<file path="config.mk">
export PLATFORM = sky130hd
export DESIGN_NAME = pcfd_top
export DESIGN_NICKNAME = d
export VERILOG_FILES = /design/src/pcfd_pkg.sv /design/src/pcfd_cfg_if.sv /design/src/pcfd_fb_div.sv /design/src/pcfd_lock_pin.sv /design/src/pcfd_top.sv
export SDC_FILE = /design/constraint.sdc
export NUM_CORES = 1
export LEC_CHECK = 0
export ABC_AREA = 1
export BUFFER_PORTS_ARGS = -buffer_cell sky130_fd_sc_hd__buf_2
export CAP_MARGIN = 10
export CORE_MARGIN = 10
export CORE_UTILIZATION = 63
export DETAILED_ROUTE_END_ITERATION = 10
export PLACE_DENSITY = 0.86
export SLEW_MARGIN = 30
export SYNTH_ARGS = -nofsm -noshare
export SYNTH_HDL_FRONTEND = slang
export SYNTH_SLANG_ARGS = --single-unit
</file>
<file path="constraint.sdc">
create_clock -name core_clk_i -period 9.79 [get_ports core_clk_i]
set_input_delay 0.4895 -clock core_clk_i [delete_from_list [all_inputs] [get_ports core_clk_i]]
set_output_delay 0.4895 -clock core_clk_i [all_outputs]
set_load 0.01 [all_outputs]
</file>
<file path="src/pcfd_pkg.sv">
`default_nettype none
package pcfd_pkg;
  localparam int PCFD_AW = 8;
  localparam int PCFD_DW = 32;
  localparam int PCFD_NW = 18;
  // register byte offsets
  localparam logic [PCFD_AW-1:0] PCFD_OFF_CTRL = 8'h00;
  localparam logic [PCFD_AW-1:0] PCFD_OFF_NDIV = 8'h04;
  localparam logic [PCFD_AW-1:0] PCFD_OFF_STAT = 8'h08;
  localparam logic [PCFD_AW-1:0] PCFD_OFF_TOTAL = 8'h0c;
  // control register fields
  localparam int PCFD_CTRL_SLEEP = 0;
  localparam int PCFD_CTRL_ALLEN = 1;
  localparam int PCFD_CTRL_FLOAT = 2;
  localparam int PCFD_CTRL_POL = 3;
  localparam int PCFD_CTRL_GAIN = 4;
  localparam int PCFD_CTRL_SEL = 8;
  localparam int PCFD_CTRL_POE = 16;
  // status register fields
  localparam int PCFD_STAT_DLOCK = 0;
  localparam int PCFD_STAT_ALOCK = 1;
  localparam int PCFD_STAT_BADSEL = 2;
  localparam int PCFD_STAT_BADN = 3;
  localparam int PCFD_STAT_ACTIVE = 4;
  localparam int PCFD_STAT_GOE = 5;
  // reset values
  localparam logic PCFD_RST_SLEEP = 1'b0;
  localparam logic PCFD_RST_ALLEN = 1'b1;
  localparam logic PCFD_RST_FLOAT = 1'b0;
  localparam logic PCFD_RST_POL = 1'b0;
  localparam logic [1:0] PCFD_RST_GAIN = 2'h0;
  localparam logic [3:0] PCFD_RST_SEL = 4'h0;
  localparam logic [PCFD_NW-1:0] PCFD_RST_NDIV = 18'h002f8;
  // pump current multipliers per gain code
  localparam logic [5:0] PCFD_GAIN_X1 = 6'h01;
  localparam logic [5:0] PCFD_GAIN_X4 = 6'h04;
  localparam logic [5:0] PCFD_GAIN_X16 = 6'h10;
  localparam logic [5:0] PCFD_GAIN_X32 = 6'h20;

  typedef enum logic [3:0] {
    PCFD_LM_HIZ = 4'b0000,
    PCFD_LM_HIGH = 4'b0001,
    PCFD_LM_LOW = 4'b0010,
    PCFD_LM_DLD_H = 4'b0011,
    PCFD_LM_DLD_L = 4'b0100,
    PCFD_LM_ALD_PP = 4'b0101,
    PCFD_LM_ALD_NMOS = 4'b0110,
    PCFD_LM_ALD_PMOS = 4'b0111,
    PCFD_LM_NDIV = 4'b1001,
    PCFD_LM_RDIV = 4'b1011
  } pcfd_lmode_t;

  function automatic logic pcfd_sel_valid(input logic [3:0] sel);
    pcfd_sel_valid = (sel <= 4'h7) || (sel == 4'h9) || (sel == 4'hb);
  endfunction
endpackage
`default_nettype wire

</file>
<file path="src/pcfd_cfg_if.sv">
`timescale 1ns/1ps
`default_nettype none
interface pcfd_cfg_if;
  logic [3:0] sel;
  logic [17:0] ndiv;
  logic sleep;
  logic fb_clk;
  modport src (output sel, output ndiv, output sleep, input fb_clk);
  modport pin (input sel, input sleep, input fb_clk);
  modport div (input ndiv, input sleep, output fb_clk);
endinterface
`default_nettype wire

</file>
<file path="src/pcfd_fb_div.sv">
`timescale 1ns/1ps
`default_nettype none
module pcfd_fb_div (
  input wire logic core_clk_i, // core clock
  input wire logic rst_n_i, // sync reset, active low
  pcfd_cfg_if.div cfg, // divide value and sleep in, divided output out
  input wire logic fb_tick_i // one prescaled oscillator period
);
  import pcfd_pkg::*;
  logic [PCFD_NW-1:0] cnt_q;
  logic [PCFD_NW-1:0] cnt_d;
  logic [PCFD_NW:0] nplus;
  logic out_q;

  assign nplus = {1'b0, cfg.ndiv} + 19'h00001;

  // >= also recovers when the divide value shrinks below the count
  always_comb
  begin
    if (cnt_q >= cfg.ndiv - 18'h00001)
      cnt_d = '0;
    else
      cnt_d = cnt_q + 18'h00001;
  end

  always_ff @(posedge core_clk_i)
  begin
    if (!rst_n_i || cfg.sleep)
    begin
      cnt_q <= '0;
      out_q <= 1'b0;
    end
    else if (fb_tick_i)
    begin
      cnt_q <= cnt_d;
      out_q <= cnt_d < nplus[PCFD_NW:1];
    end
  end

  assign cfg.fb_clk = out_q;

  a_fb_sleep_quiet:
  assert property (@(posedge core_clk_i) disable iff (!rst_n_i)
    cfg.sleep |=> !out_q && cnt_q == '0)
  else $error("feedback divider ran during sleep");

  a_fb_count_bound:
  assert property (@(posedge core_clk_i) disable iff (!rst_n_i)
    fb_tick_i && !cfg.sleep |=> cnt_q < $past(cfg.ndiv))
  else $error("feedback count beyond divide value");
endmodule
`default_nettype wire

</file>
<file path="src/pcfd_lock_pin.sv">
`timescale 1ns/1ps
`default_nettype none
module pcfd_lock_pin (
  input wire logic core_clk_i, // core clock
  input wire logic rst_n_i, // sync reset, active low
  pcfd_cfg_if.pin cfg, // pin select, sleep, divided clock
  input wire logic dig_lock_i, // synced digital lock result
  input wire logic ana_lock_i, // synced analog lock indication
  input wire logic ref_div_i, // synced reference divider output
  output logic pin_o, // pin level when driven
  output logic pin_oe_o // pin driven
);
  import pcfd_pkg::*;
  pcfd_lmode_t mode;
  logic lvl_d;
  logic oe_d;

  assign mode = pcfd_lmode_t'(cfg.sel);

  always_comb
  begin
    lvl_d = 1'b0;
    oe_d = 1'b0;
    if (!cfg.sleep)
    begin
      unique case (mode)
        PCFD_LM_HIZ: oe_d = 1'b0;
        PCFD_LM_HIGH:
        begin
          lvl_d = 1'b1;
          oe_d = 1'b1;
        end
        PCFD_LM_LOW: oe_d = 1'b1;
        PCFD_LM_DLD_H:
        begin
          lvl_d = dig_lock_i;
          oe_d = 1'b1;
        end
        PCFD_LM_DLD_L:
        begin
          lvl_d = !dig_lock_i;
          oe_d = 1'b1;
        end
        PCFD_LM_ALD_PP:
        begin
          lvl_d = ana_lock_i;
          oe_d = 1'b1;
        end
        PCFD_LM_ALD_NMOS: oe_d = !ana_lock_i;
        PCFD_LM_ALD_PMOS:
        begin
          lvl_d = 1'b1;
          oe_d = ana_lock_i;
        end
        PCFD_LM_NDIV:
        begin
          lvl_d = cfg.fb_clk;
          oe_d = 1'b1;
        end
        PCFD_LM_RDIV:
        begin
          lvl_d = ref_div_i;
          oe_d = 1'b1;
        end
        // forbidden codes leave the pin floating rather than guess
        default: oe_d = 1'b0;
      endcase
    end
  end

  always_ff @(posedge core_clk_i)
  begin
    if (!rst_n_i)
    begin
      pin_o <= 1'b0;
      pin_oe_o <= 1'b0;
    end
    else
    begin
      pin_o <= lvl_d;
      pin_oe_o <= oe_d;
    end
  end

  a_pin_hiz_sel:
  assert property (@(posedge core_clk_i) disable iff (!rst_n_i)
    cfg.sel == 4'h0 |=> !pin_oe_o)
  else $error("lock pin driven in disabled mode");

  a_pin_dld_low:
  assert property (@(posedge core_clk_i) disable iff (!rst_n_i)
    cfg.sel == 4'h4 && !cfg.sleep |=> pin_oe_o && pin_o == !$past(dig_lock_i))
  else $error("active low lock detect wrong");

  a_pin_nmos_od:
  assert property (@(posedge core_clk_i) disable iff (!rst_n_i)
    cfg.sel == 4'h6 && !cfg.sleep |=> !pin_o && pin_oe_o == !$past(ana_lock_i))
  else $error("nmos open drain stage wrong");

  a_pin_bad_code:
  assert property (@(posedge core_clk_i) disable iff (!rst_n_i)
    !pcfd_sel_valid(cfg.sel) || cfg.sleep |=> !pin_oe_o)
  else $error("lock pin driven on forbidden code");
endmodule
`default_nettype wire

</file>
<file path="src/pcfd_top.sv">
// Implementation choices: the plain strobed port and the placing of the registers.
`timescale 1ns/1ps
`default_nettype none
// Overview of operation
// pin select 0 floats the lock pin; 1 drives high, 2 drives low
// select 3 shows digital lock active high, 4 active low
// selects 5, 6, 7 show analog lock: push-pull, nmos drain, pmos drain
// 9 shows feedback divider, 11 reference divider; other codes forbidden
// full sleep powers everything down, overriding all other settings; code overrides clock enables, pump float, lock pin, fb divider
// clearing all-outputs enable disables every clock output
// pump float set puts the charge pump output high impedance
// pump polarity 0 negative, 1 positive
// feedback divide is 18-bit binary, 1 to 262143, default 760, never 0
// total feedback division is divide value times oscillator divider
// pump gain codes 0..3 give 1x, 4x, 16x, 32x current
// outputs enable pin low disables all clock outputs
module pcfd_top #(
  parameter int NOUT = 4,
  parameter int VW = 5
) (
  input wire logic core_clk_i, // core clock, 125 MHz
  input wire logic rst_n_i, // sync reset, active low
  input wire logic [pcfd_pkg::PCFD_AW-1:0] reg_addr_i, // register byte address
  input wire logic [pcfd_pkg::PCFD_DW-1:0] reg_wdata_i, // write data
  input wire logic reg_wr_i, // write strobe
  input wire logic reg_rd_i, // read strobe
  output logic [pcfd_pkg::PCFD_DW-1:0] reg_rdata_o, // read data, cycle after strobe
  input wire logic outputs_enable_pin_i, // global enable pin, async
  input wire logic dig_lock_i, // digital lock detect, async
  input wire logic ana_lock_i, // analog lock detect, async
  input wire logic ref_div_pin_i, // reference divider output, async
  input wire logic fb_tick_i, // prescaled oscillator tick, core domain
  input wire logic [VW-1:0] vco_div_i, // oscillator divider value, core domain
  output logic lock_status_pin_o, // lock pin level
  output logic lock_status_pin_oe_o, // lock pin drive enable
  output logic full_sleep_o, // power down all blocks
  output logic [NOUT-1:0] clk_out_en_o, // effective clock output enables
  output logic pump_float_o, // charge pump high impedance
  output logic pump_polarity_o, // 1 positive, 0 negative
  output logic [1:0] pump_gain_select_o, // gain code
  output logic [5:0] pump_gain_mult_o, // gain multiplier value
  output logic [pcfd_pkg::PCFD_NW-1:0] fb_div_value_o, // feedback divide value
  output logic [pcfd_pkg::PCFD_NW+VW-1:0] fb_total_o // total feedback division
);
  import pcfd_pkg::*;

  localparam int NSYNC = 4;

  pcfd_cfg_if cfg ();

  logic [NSYNC-1:0] pins_in;
  logic [NSYNC-1:0] sync1_q;
  logic [NSYNC-1:0] sync2_q;
  logic goe_s;
  logic dlock_s;
  logic alock_s;
  logic rdiv_s;

  logic sleep_q;
  logic all_en_q;
  logic float_q;
  logic pol_q;
  logic [1:0] gain_q;
  logic [3:0] sel_q;
  logic [NOUT-1:0] poe_q;
  logic [PCFD_NW-1:0] ndiv_q;
  logic bad_sel_q;
  logic bad_n_q;
  logic [PCFD_DW-1:0] rd_d;
  logic [PCFD_DW-1:0] rdata_q;

  logic wr_ctrl;
  logic wr_ndiv;
  logic wr_stat;
  logic [PCFD_NW-1:0] wr_n;
  logic [3:0] wr_sel;
  logic outs_off;

  assign pins_in = {ref_div_pin_i, ana_lock_i, dig_lock_i, outputs_enable_pin_i};

  // pin inputs pass two flops before anything reads them
  for (genvar i = 0; i < NSYNC; i++)
  begin : g_sync
    always_ff @(posedge core_clk_i)
    begin
      if (!rst_n_i)
      begin
        sync1_q[i] <= 1'b0;
        sync2_q[i] <= 1'b0;
      end
      else
      begin
        sync1_q[i] <= pins_in[i];
        sync2_q[i] <= sync1_q[i];
      end
    end
  end

  assign goe_s = sync2_q[0];
  assign dlock_s = sync2_q[1];
  assign alock_s = sync2_q[2];
  assign rdiv_s = sync2_q[3];

  assign wr_ctrl = reg_wr_i && reg_addr_i == PCFD_OFF_CTRL;
  assign wr_ndiv = reg_wr_i && reg_addr_i == PCFD_OFF_NDIV;
  assign wr_stat = reg_wr_i && reg_addr_i == PCFD_OFF_STAT;
  assign wr_n = reg_wdata_i[PCFD_NW-1:0];
  assign wr_sel = reg_wdata_i[PCFD_CTRL_SEL +: 4];

  // control fields
  always_ff @(posedge core_clk_i)
  begin
    if (!rst_n_i)
    begin
      sleep_q <= PCFD_RST_SLEEP;
      all_en_q <= PCFD_RST_ALLEN;
      float_q <= PCFD_RST_FLOAT;
      pol_q <= PCFD_RST_POL;
      gain_q <= PCFD_RST_GAIN;
      sel_q <= PCFD_RST_SEL;
      poe_q <= '0;
    end
    else if (wr_ctrl)
    begin
      sleep_q <= reg_wdata_i[PCFD_CTRL_SLEEP];
      all_en_q <= reg_wdata_i[PCFD_CTRL_ALLEN];
      float_q <= reg_wdata_i[PCFD_CTRL_FLOAT];
      pol_q <= reg_wdata_i[PCFD_CTRL_POL];
      gain_q <= reg_wdata_i[PCFD_CTRL_GAIN +: 2];
      // forbidden codes are stored so software can read back its mistake
      sel_q <= wr_sel;
      poe_q <= reg_wdata_i[PCFD_CTRL_POE +: NOUT];
    end
  end

  // feedback divide value; a zero write is refused, the old value stays
  always_ff @(posedge core_clk_i)
  begin
    if (!rst_n_i)
      ndiv_q <= PCFD_RST_NDIV;
    else if (wr_ndiv && wr_n != '0)
      ndiv_q <= wr_n;
  end

  // sticky error flags; a new event beats a same-cycle clear
  always_ff @(posedge core_clk_i)
  begin
    if (!rst_n_i)
    begin
      bad_sel_q <= 1'b0;
      bad_n_q <= 1'b0;
    end
    else
    begin
      if (wr_ctrl && !pcfd_sel_valid(wr_sel))
        bad_sel_q <= 1'b1;
      else if (wr_stat && reg_wdata_i[PCFD_STAT_BADSEL])
        bad_sel_q <= 1'b0;
      if (wr_ndiv && wr_n == '0)
        bad_n_q <= 1'b1;
      else if (wr_stat && reg_wdata_i[PCFD_STAT_BADN])
        bad_n_q <= 1'b0;
    end
  end

  assign outs_off = sleep_q || !all_en_q || !goe_s;

  // outputs toward the analog side, all registered
  always_ff @(posedge core_clk_i)
  begin
    if (!rst_n_i)
    begin
      full_sleep_o <= PCFD_RST_SLEEP;
      clk_out_en_o <= '0;
      pump_float_o <= PCFD_RST_FLOAT;
      pump_polarity_o <= PCFD_RST_POL;
      pump_gain_select_o <= PCFD_RST_GAIN;
      fb_div_value_o <= PCFD_RST_NDIV;
    end
    else
    begin
      full_sleep_o <= sleep_q;
      clk_out_en_o <= outs_off ? '0 : poe_q;
      pump_float_o <= float_q || sleep_q;
      pump_polarity_o <= pol_q;
      pump_gain_select_o <= gain_q;
      fb_div_value_o <= ndiv_q;
    end
  end

  always_ff @(posedge core_clk_i)
  begin
    if (!rst_n_i)
      pump_gain_mult_o <= PCFD_GAIN_X1;
    else
    begin
      unique case (gain_q)
        2'h0: pump_gain_mult_o <= PCFD_GAIN_X1;
        2'h1: pump_gain_mult_o <= PCFD_GAIN_X4;
        2'h2: pump_gain_mult_o <= PCFD_GAIN_X16;
        2'h3: pump_gain_mult_o <= PCFD_GAIN_X32;
      endcase
    end
  end

  // product of both dividers in the loop, for software to check the plan
  always_ff @(posedge core_clk_i)
  begin
    if (!rst_n_i)
      fb_total_o <= '0;
    else
      fb_total_o <= (PCFD_NW+VW)'(ndiv_q) * (PCFD_NW+VW)'(vco_div_i);
  end

  // register read mux; unmapped addresses read zero
  always_comb
  begin
    rd_d = '0;
    unique case (reg_addr_i)
      PCFD_OFF_CTRL:
      begin
        rd_d[PCFD_CTRL_SLEEP] = sleep_q;
        rd_d[PCFD_CTRL_ALLEN] = all_en_q;
        rd_d[PCFD_CTRL_FLOAT] = float_q;
        rd_d[PCFD_CTRL_POL] = pol_q;
        rd_d[PCFD_CTRL_GAIN +: 2] = gain_q;
        rd_d[PCFD_CTRL_SEL +: 4] = sel_q;
        rd_d[PCFD_CTRL_POE +: NOUT] = poe_q;
      end
      PCFD_OFF_NDIV: rd_d[PCFD_NW-1:0] = ndiv_q;
      PCFD_OFF_STAT:
      begin
        rd_d[PCFD_STAT_DLOCK] = dlock_s;
        rd_d[PCFD_STAT_ALOCK] = alock_s;
        rd_d[PCFD_STAT_BADSEL] = bad_sel_q;
        rd_d[PCFD_STAT_BADN] = bad_n_q;
        rd_d[PCFD_STAT_ACTIVE] = |clk_out_en_o;
        rd_d[PCFD_STAT_GOE] = goe_s;
      end
      PCFD_OFF_TOTAL: rd_d[PCFD_NW+VW-1:0] = fb_total_o;
      default: rd_d = '0;
    endcase
  end

  // data stand only in the cycle after the strobe
  always_ff @(posedge core_clk_i)
  begin
    if (!rst_n_i)
      rdata_q <= '0;
    else if (reg_rd_i)
      rdata_q <= rd_d;
    else
      rdata_q <= '0;
  end

  assign reg_rdata_o = rdata_q;

  assign cfg.sel = sel_q;
  assign cfg.ndiv = ndiv_q;
  assign cfg.sleep = sleep_q;

  pcfd_lock_pin u_lock_pin (
    .core_clk_i (core_clk_i),
    .rst_n_i (rst_n_i),
    .cfg (cfg.pin),
    .dig_lock_i (dlock_s),
    .ana_lock_i (alock_s),
    .ref_div_i (rdiv_s),
    .pin_o (lock_status_pin_o),
    .pin_oe_o (lock_status_pin_oe_o)
  );

  pcfd_fb_div u_fb_div (
    .core_clk_i (core_clk_i),
    .rst_n_i (rst_n_i),
    .cfg (cfg.div),
    .fb_tick_i (fb_tick_i)
  );

  a_sleep_all_off:
  assert property (@(posedge core_clk_i) disable iff (!rst_n_i)
    full_sleep_o |-> clk_out_en_o == '0 && pump_float_o && !lock_status_pin_oe_o)
  else $error("blocks active during full sleep");

  a_global_en_off:
  assert property (@(posedge core_clk_i) disable iff (!rst_n_i)
    !all_en_q |=> clk_out_en_o == '0)
  else $error("clock output on with global enable clear");

  a_goe_pin_off:
  assert property (@(posedge core_clk_i) disable iff (!rst_n_i)
    !outputs_enable_pin_i ##1 !outputs_enable_pin_i ##1 !outputs_enable_pin_i
    |=> clk_out_en_o == '0)
  else $error("clock output on with enable pin low");

  a_float_write:
  assert property (@(posedge core_clk_i) disable iff (!rst_n_i)
    wr_ctrl && reg_wdata_i[PCFD_CTRL_FLOAT] |-> ##2 pump_float_o)
  else $error("pump float not applied");

  a_pol_write:
  assert property (@(posedge core_clk_i) disable iff (!rst_n_i)
    wr_ctrl ##1 !wr_ctrl |=> pump_polarity_o == $past(reg_wdata_i[PCFD_CTRL_POL], 2))
  else $error("pump polarity not applied");

  a_ndiv_zero_kept:
  assert property (@(posedge core_clk_i) disable iff (!rst_n_i)
    wr_ndiv && wr_n == '0 |=> $stable(ndiv_q) && bad_n_q)
  else $error("zero divide value accepted");

  a_total_product:
  assert property (@(posedge core_clk_i) disable iff (!rst_n_i)
    $stable(ndiv_q) && $stable(vco_div_i)
    |=> fb_total_o == (PCFD_NW+VW)'($past(ndiv_q)) * (PCFD_NW+VW)'($past(vco_div_i)))
  else $error("total feedback division wrong");

  a_gain_top_code:
  assert property (@(posedge core_clk_i) disable iff (!rst_n_i)
    wr_ctrl && reg_wdata_i[PCFD_CTRL_GAIN +: 2] == 2'h3 ##1 !wr_ctrl
    |=> pump_gain_mult_o == 6'h20)
  else $error("32x gain not applied");
endmodule
`default_nettype wire

</file>
==> flow_summary_export.csv <==
group,metric,value,unit
synth,synth_ff_type,"dfxtp_1",
synth,ys_seq_elements,140,
grt,grt_max_degree,81,
timing,fin_crit_sh,48.3,%
floorplan,die_w,143,um
pwr,ir_drop,0.136,mV
layout,multi_input_area,0.00557,sq mm
worst_setup_path,critPathCaptureType,"register",
worst_setup_path,critPathSlowestCell,"dfxtp_1",
clock_network,cts_tree,"done",
route,wl_per_cell,17.0,um
timing,rsz0062_at_grt,"false",
synth,synth-async-reset-ratio,0,%
grt,grt_use_total,25.9,%
grt,grt.overflow.total,0,
route,dr_wl_met3,2.58,mm
floorplan,initial_utilization,65.0,%
clock_network,clk_path_buf_depth,2,
worst_setup_path,slowest_delay,0.64,ns
pwr,leakagePower,5.67,nW
floorplan,coreArea,0.0147,sq mm
route,dr.pass1.iters,8,
synth,synth-edff-count,0,
clock_network,cts_sinks,140,
placement,hpwl,20.0,mm
layout,layout-drive-gt1-share,15.0,%
floorplan,rows,44,
worst_setup_path,cp.arrival,5.10,ns
synth,syn-instance-count,1289,
clock_network,htreeDepth,4,
route,vias_per_cell,5.69,
layout,syn2layout_area_growth,12.3,%
clock_network,post_cts_resized,0,
synth,ys_seq_area_share,29.3,%
timing,hold_viol_final,0,
clock_network,cts_hold_buffers,0,
clock_network,clk-insertion-delay-late,0.44,ns
route,drt_wl_total,26.8,mm
timing,finalSetupViolCount,0,
synth,syn_avg_cell_area,7.41,sq um
layout,seq_area,0.00280,sq mm
layout,fillCellCount,1103,
worst_setup_path,worst-setup-path-type,"register to register",
worst_setup_path,path_common_cell,"nand2_1",
grt,grt_pass1_wl,42.4,mm
placement,io_buffers,120,
clock_network,cts_setup_buffers,0,
timing,tns,0,ns
timing,skew,0.00940,ns
floorplan,die_h,143,um
worst_setup_path,crit_required,10.16,ns
timing,slew_headroom,45.5,%
route,drtAntennaViolNets,0,
synth,syn_area,0.00955,sq mm
min_path,hp-class,"input pin to register",
clock_network,clkTransAtPathRegs,0.07,ns
timing,hold_slack,0.234,ns
synth,synth_cell_types,56,
grt,grt_pass1_vias,8408,
layout,antennaDiodeCount,0,
route,drt-met1-wl,10.1,mm
synth,ys_warn_count,0,
route,drc,0,
timing,slew_viol_final,0,
status,status,"complete, no violations",
route,via_count,8951,
grt,antenna_found_initial,0,
clock_network,cts-root-buf,"clkbuf_16",
timing,finalCriticalPeriod,4.73,ns
timing,max_freq,211,MHz
route,route.top_layer_used,"met4",
floorplan,io-pin-count,144,
route,wl_met2,13.1,mm
placement,gp_congestion,0.929,
layout,nets,1547,
floorplan,dieArea,0.0205,sq mm
route,drtIter0Drc,920,
pwr,pwr_density_cell,146,mW/mm^2
worst_setup_path,startpoint_type,"register",
pwr,p_total,1.57,mW
clock_network,cts_inserted_buffers,17,
run,drv_cap,0,
timing,worst_pin_slew,0.818,ns
worst_setup_path,crit_fanout,11,
## worst max-delay path: cells and delay by family (launching register included)
kind,cells,cell delay [ns]
AOI/OAI and AO/OA,8,1.08
adders and majority gates,3,0.79
buffers and inverters,6,0.88
DFF,1,0.64
and+or+nand+nor,12,1.28
## cell type report
| class | instances | area share, % |
|---|---|---|
| multi-input cells | 861 | 51.9 |
| flip-flops and latches | 140 | 26.1 |
| inverters | 233 | 8.18 |
| repair buffers | 123 | 5.81 |
| clock buffers | 17 | 3.97 |
| well taps | 184 | 2.15 |
| clock inverters | 15 | 1.82 |
## flip-flops by register name, indices dropped and copies added, names as in the netlist, 2 cells and up
| register | flops |
|---|---|
| cfg.ndiv | 18 |
| cfg.sel | 4 |
| clk_out_en_o | 4 |
| fb_div_value_o | 18 |
| fb_total_o | 23 |
| gain_q | 2 |
| poe_q | 4 |
| pump_gain_mult_o | 4 |
| pump_gain_select_o | 2 |
| reg_rdata_o | 23 |
| sync1_q | 4 |
| u_fb_div.cnt_q | 18 |
## through the flow
| step | setup WS, ns | cells | utilization [%] | area [sq um] |
|---|---|---|---|---|
| after detailed placement | 5.22 | 1541 | 68.7 | 10100 |
| after floorplan | 5.78 | 1299 | - | 9590 |
| after global placement | 5.34 | 1541 | 68.7 | 10100 |
| final | 5.06 | 1573 | 73.0 | 10700 |
| after global routing | 4.76 | 1573 | 73.0 | 10700 |
| after CTS | 5.20 | 1573 | 73.0 | 10700 |
## cell usage in the layout, fill, tap and decap left out, types with 3 or more instances in the layout
cell type    n
o21a_1       6
o221ai_1     4
nor2_1      68
fa_1        48
nand4_1     15
inv_1      220
nand2_2      5
o21ai_1      4
a221oi_1     6
nand3b_1     3
clkinv_8     4
dfxtp_1    140
buf_2      120
a31oi_1      5
nor4_1       7
o21bai_1     3
ha_1        69
clkbuf_16   17
inv_8        6
buf_4        3
a21oi_1    106
o21ai_0     84
nor2_2      13
o22ai_1      4
nor3_2       4
nand2_1    273
xnor2_1      3
a21oi_2      3
conb_1      11
nand3_1     38
o211ai_1    11
inv_2       10
nor3_1      13
a211oi_1     3
xor2_1      22
nand3_2      5
o31ai_1      3
## report_power, final
part           internal [mW]  switching, mW
Sequential             0.591         0.0210
Combinational         0.0946          0.182
Clock                  0.369          0.310
## per-layer routing
metal,GRT usage [%],vias up
met5,0,-
met4,10.8,0
met3,5.80,80
met2,44.5,461
met1,30.6,4135
li1,-,4275
## synthesized netlist by cell type (all sizes together) (3+ instances only)
| library cell | number | area share (%) |
|---|---|---|
| xnor2 | 3 | 0.28 |
| xor2 | 22 | 2.0 |
| o22ai | 4 | 0.26 |
| buf | 31 | 2.2 |
| o31ai | 3 | 0.24 |
| dfxtp | 140 | 29 |
| a31oi | 5 | 0.33 |
| nand3 | 43 | 2.5 |
| o21ai | 90 | 4.8 |
| nand3b | 3 | 0.24 |
| o211ai | 12 | 1.0 |
| ha | 69 | 9.0 |
| o221ai | 4 | 0.37 |
| a21oi | 109 | 5.8 |
| nand4 | 17 | 1.2 |
| inv | 231 | 9.1 |
| a211oi | 3 | 0.24 |
| o21a | 6 | 0.47 |
| o21bai | 3 | 0.24 |
| nor4 | 9 | 0.90 |
| nor2 | 84 | 4.0 |
| nand2 | 278 | 11 |
| nor3 | 19 | 1.4 |
| a221oi | 6 | 0.55 |
| clkbuf | 34 | 1.4 |
| fa | 48 | 10 |
## worst paths after layout
kind | start | end | slack [ns] | cells after the start
worst max register to register | cfg.ndiv[0]$_SDFFE_PN0P_ | u_fb_div.cfg.fb_clk$_SDFFE_PP0P_ | 5.06 | 29
worst max-delay path | cfg.ndiv[0]$_SDFFE_PN0P_ | u_fb_div.cfg.fb_clk$_SDFFE_PP0P_ | 5.06 | 29
worst min-delay path | dig_lock_i | sync1_q[1]$_SDFF_PN0_ | 0.23 | 3
worst min register to register | sync1_q[1]$_SDFF_PN0_ | dlock_s$_SDFF_PN0_ | 0.42 | 2
## cells by family after synthesis
kind of cell	after synthesis	synth area share, %
flip-flops	140	29.3
AND/OR/NAND/NOR	456	21.6
adder cells (fa/ha/maj)	117	19.1
XOR/XNOR	25	2.29
AO/OA/AOI/OAI	252	14.9
buffers and inverters	298	12.7
other	1	0.0393
No activity file was read; power rests on OpenSTA's default activity.
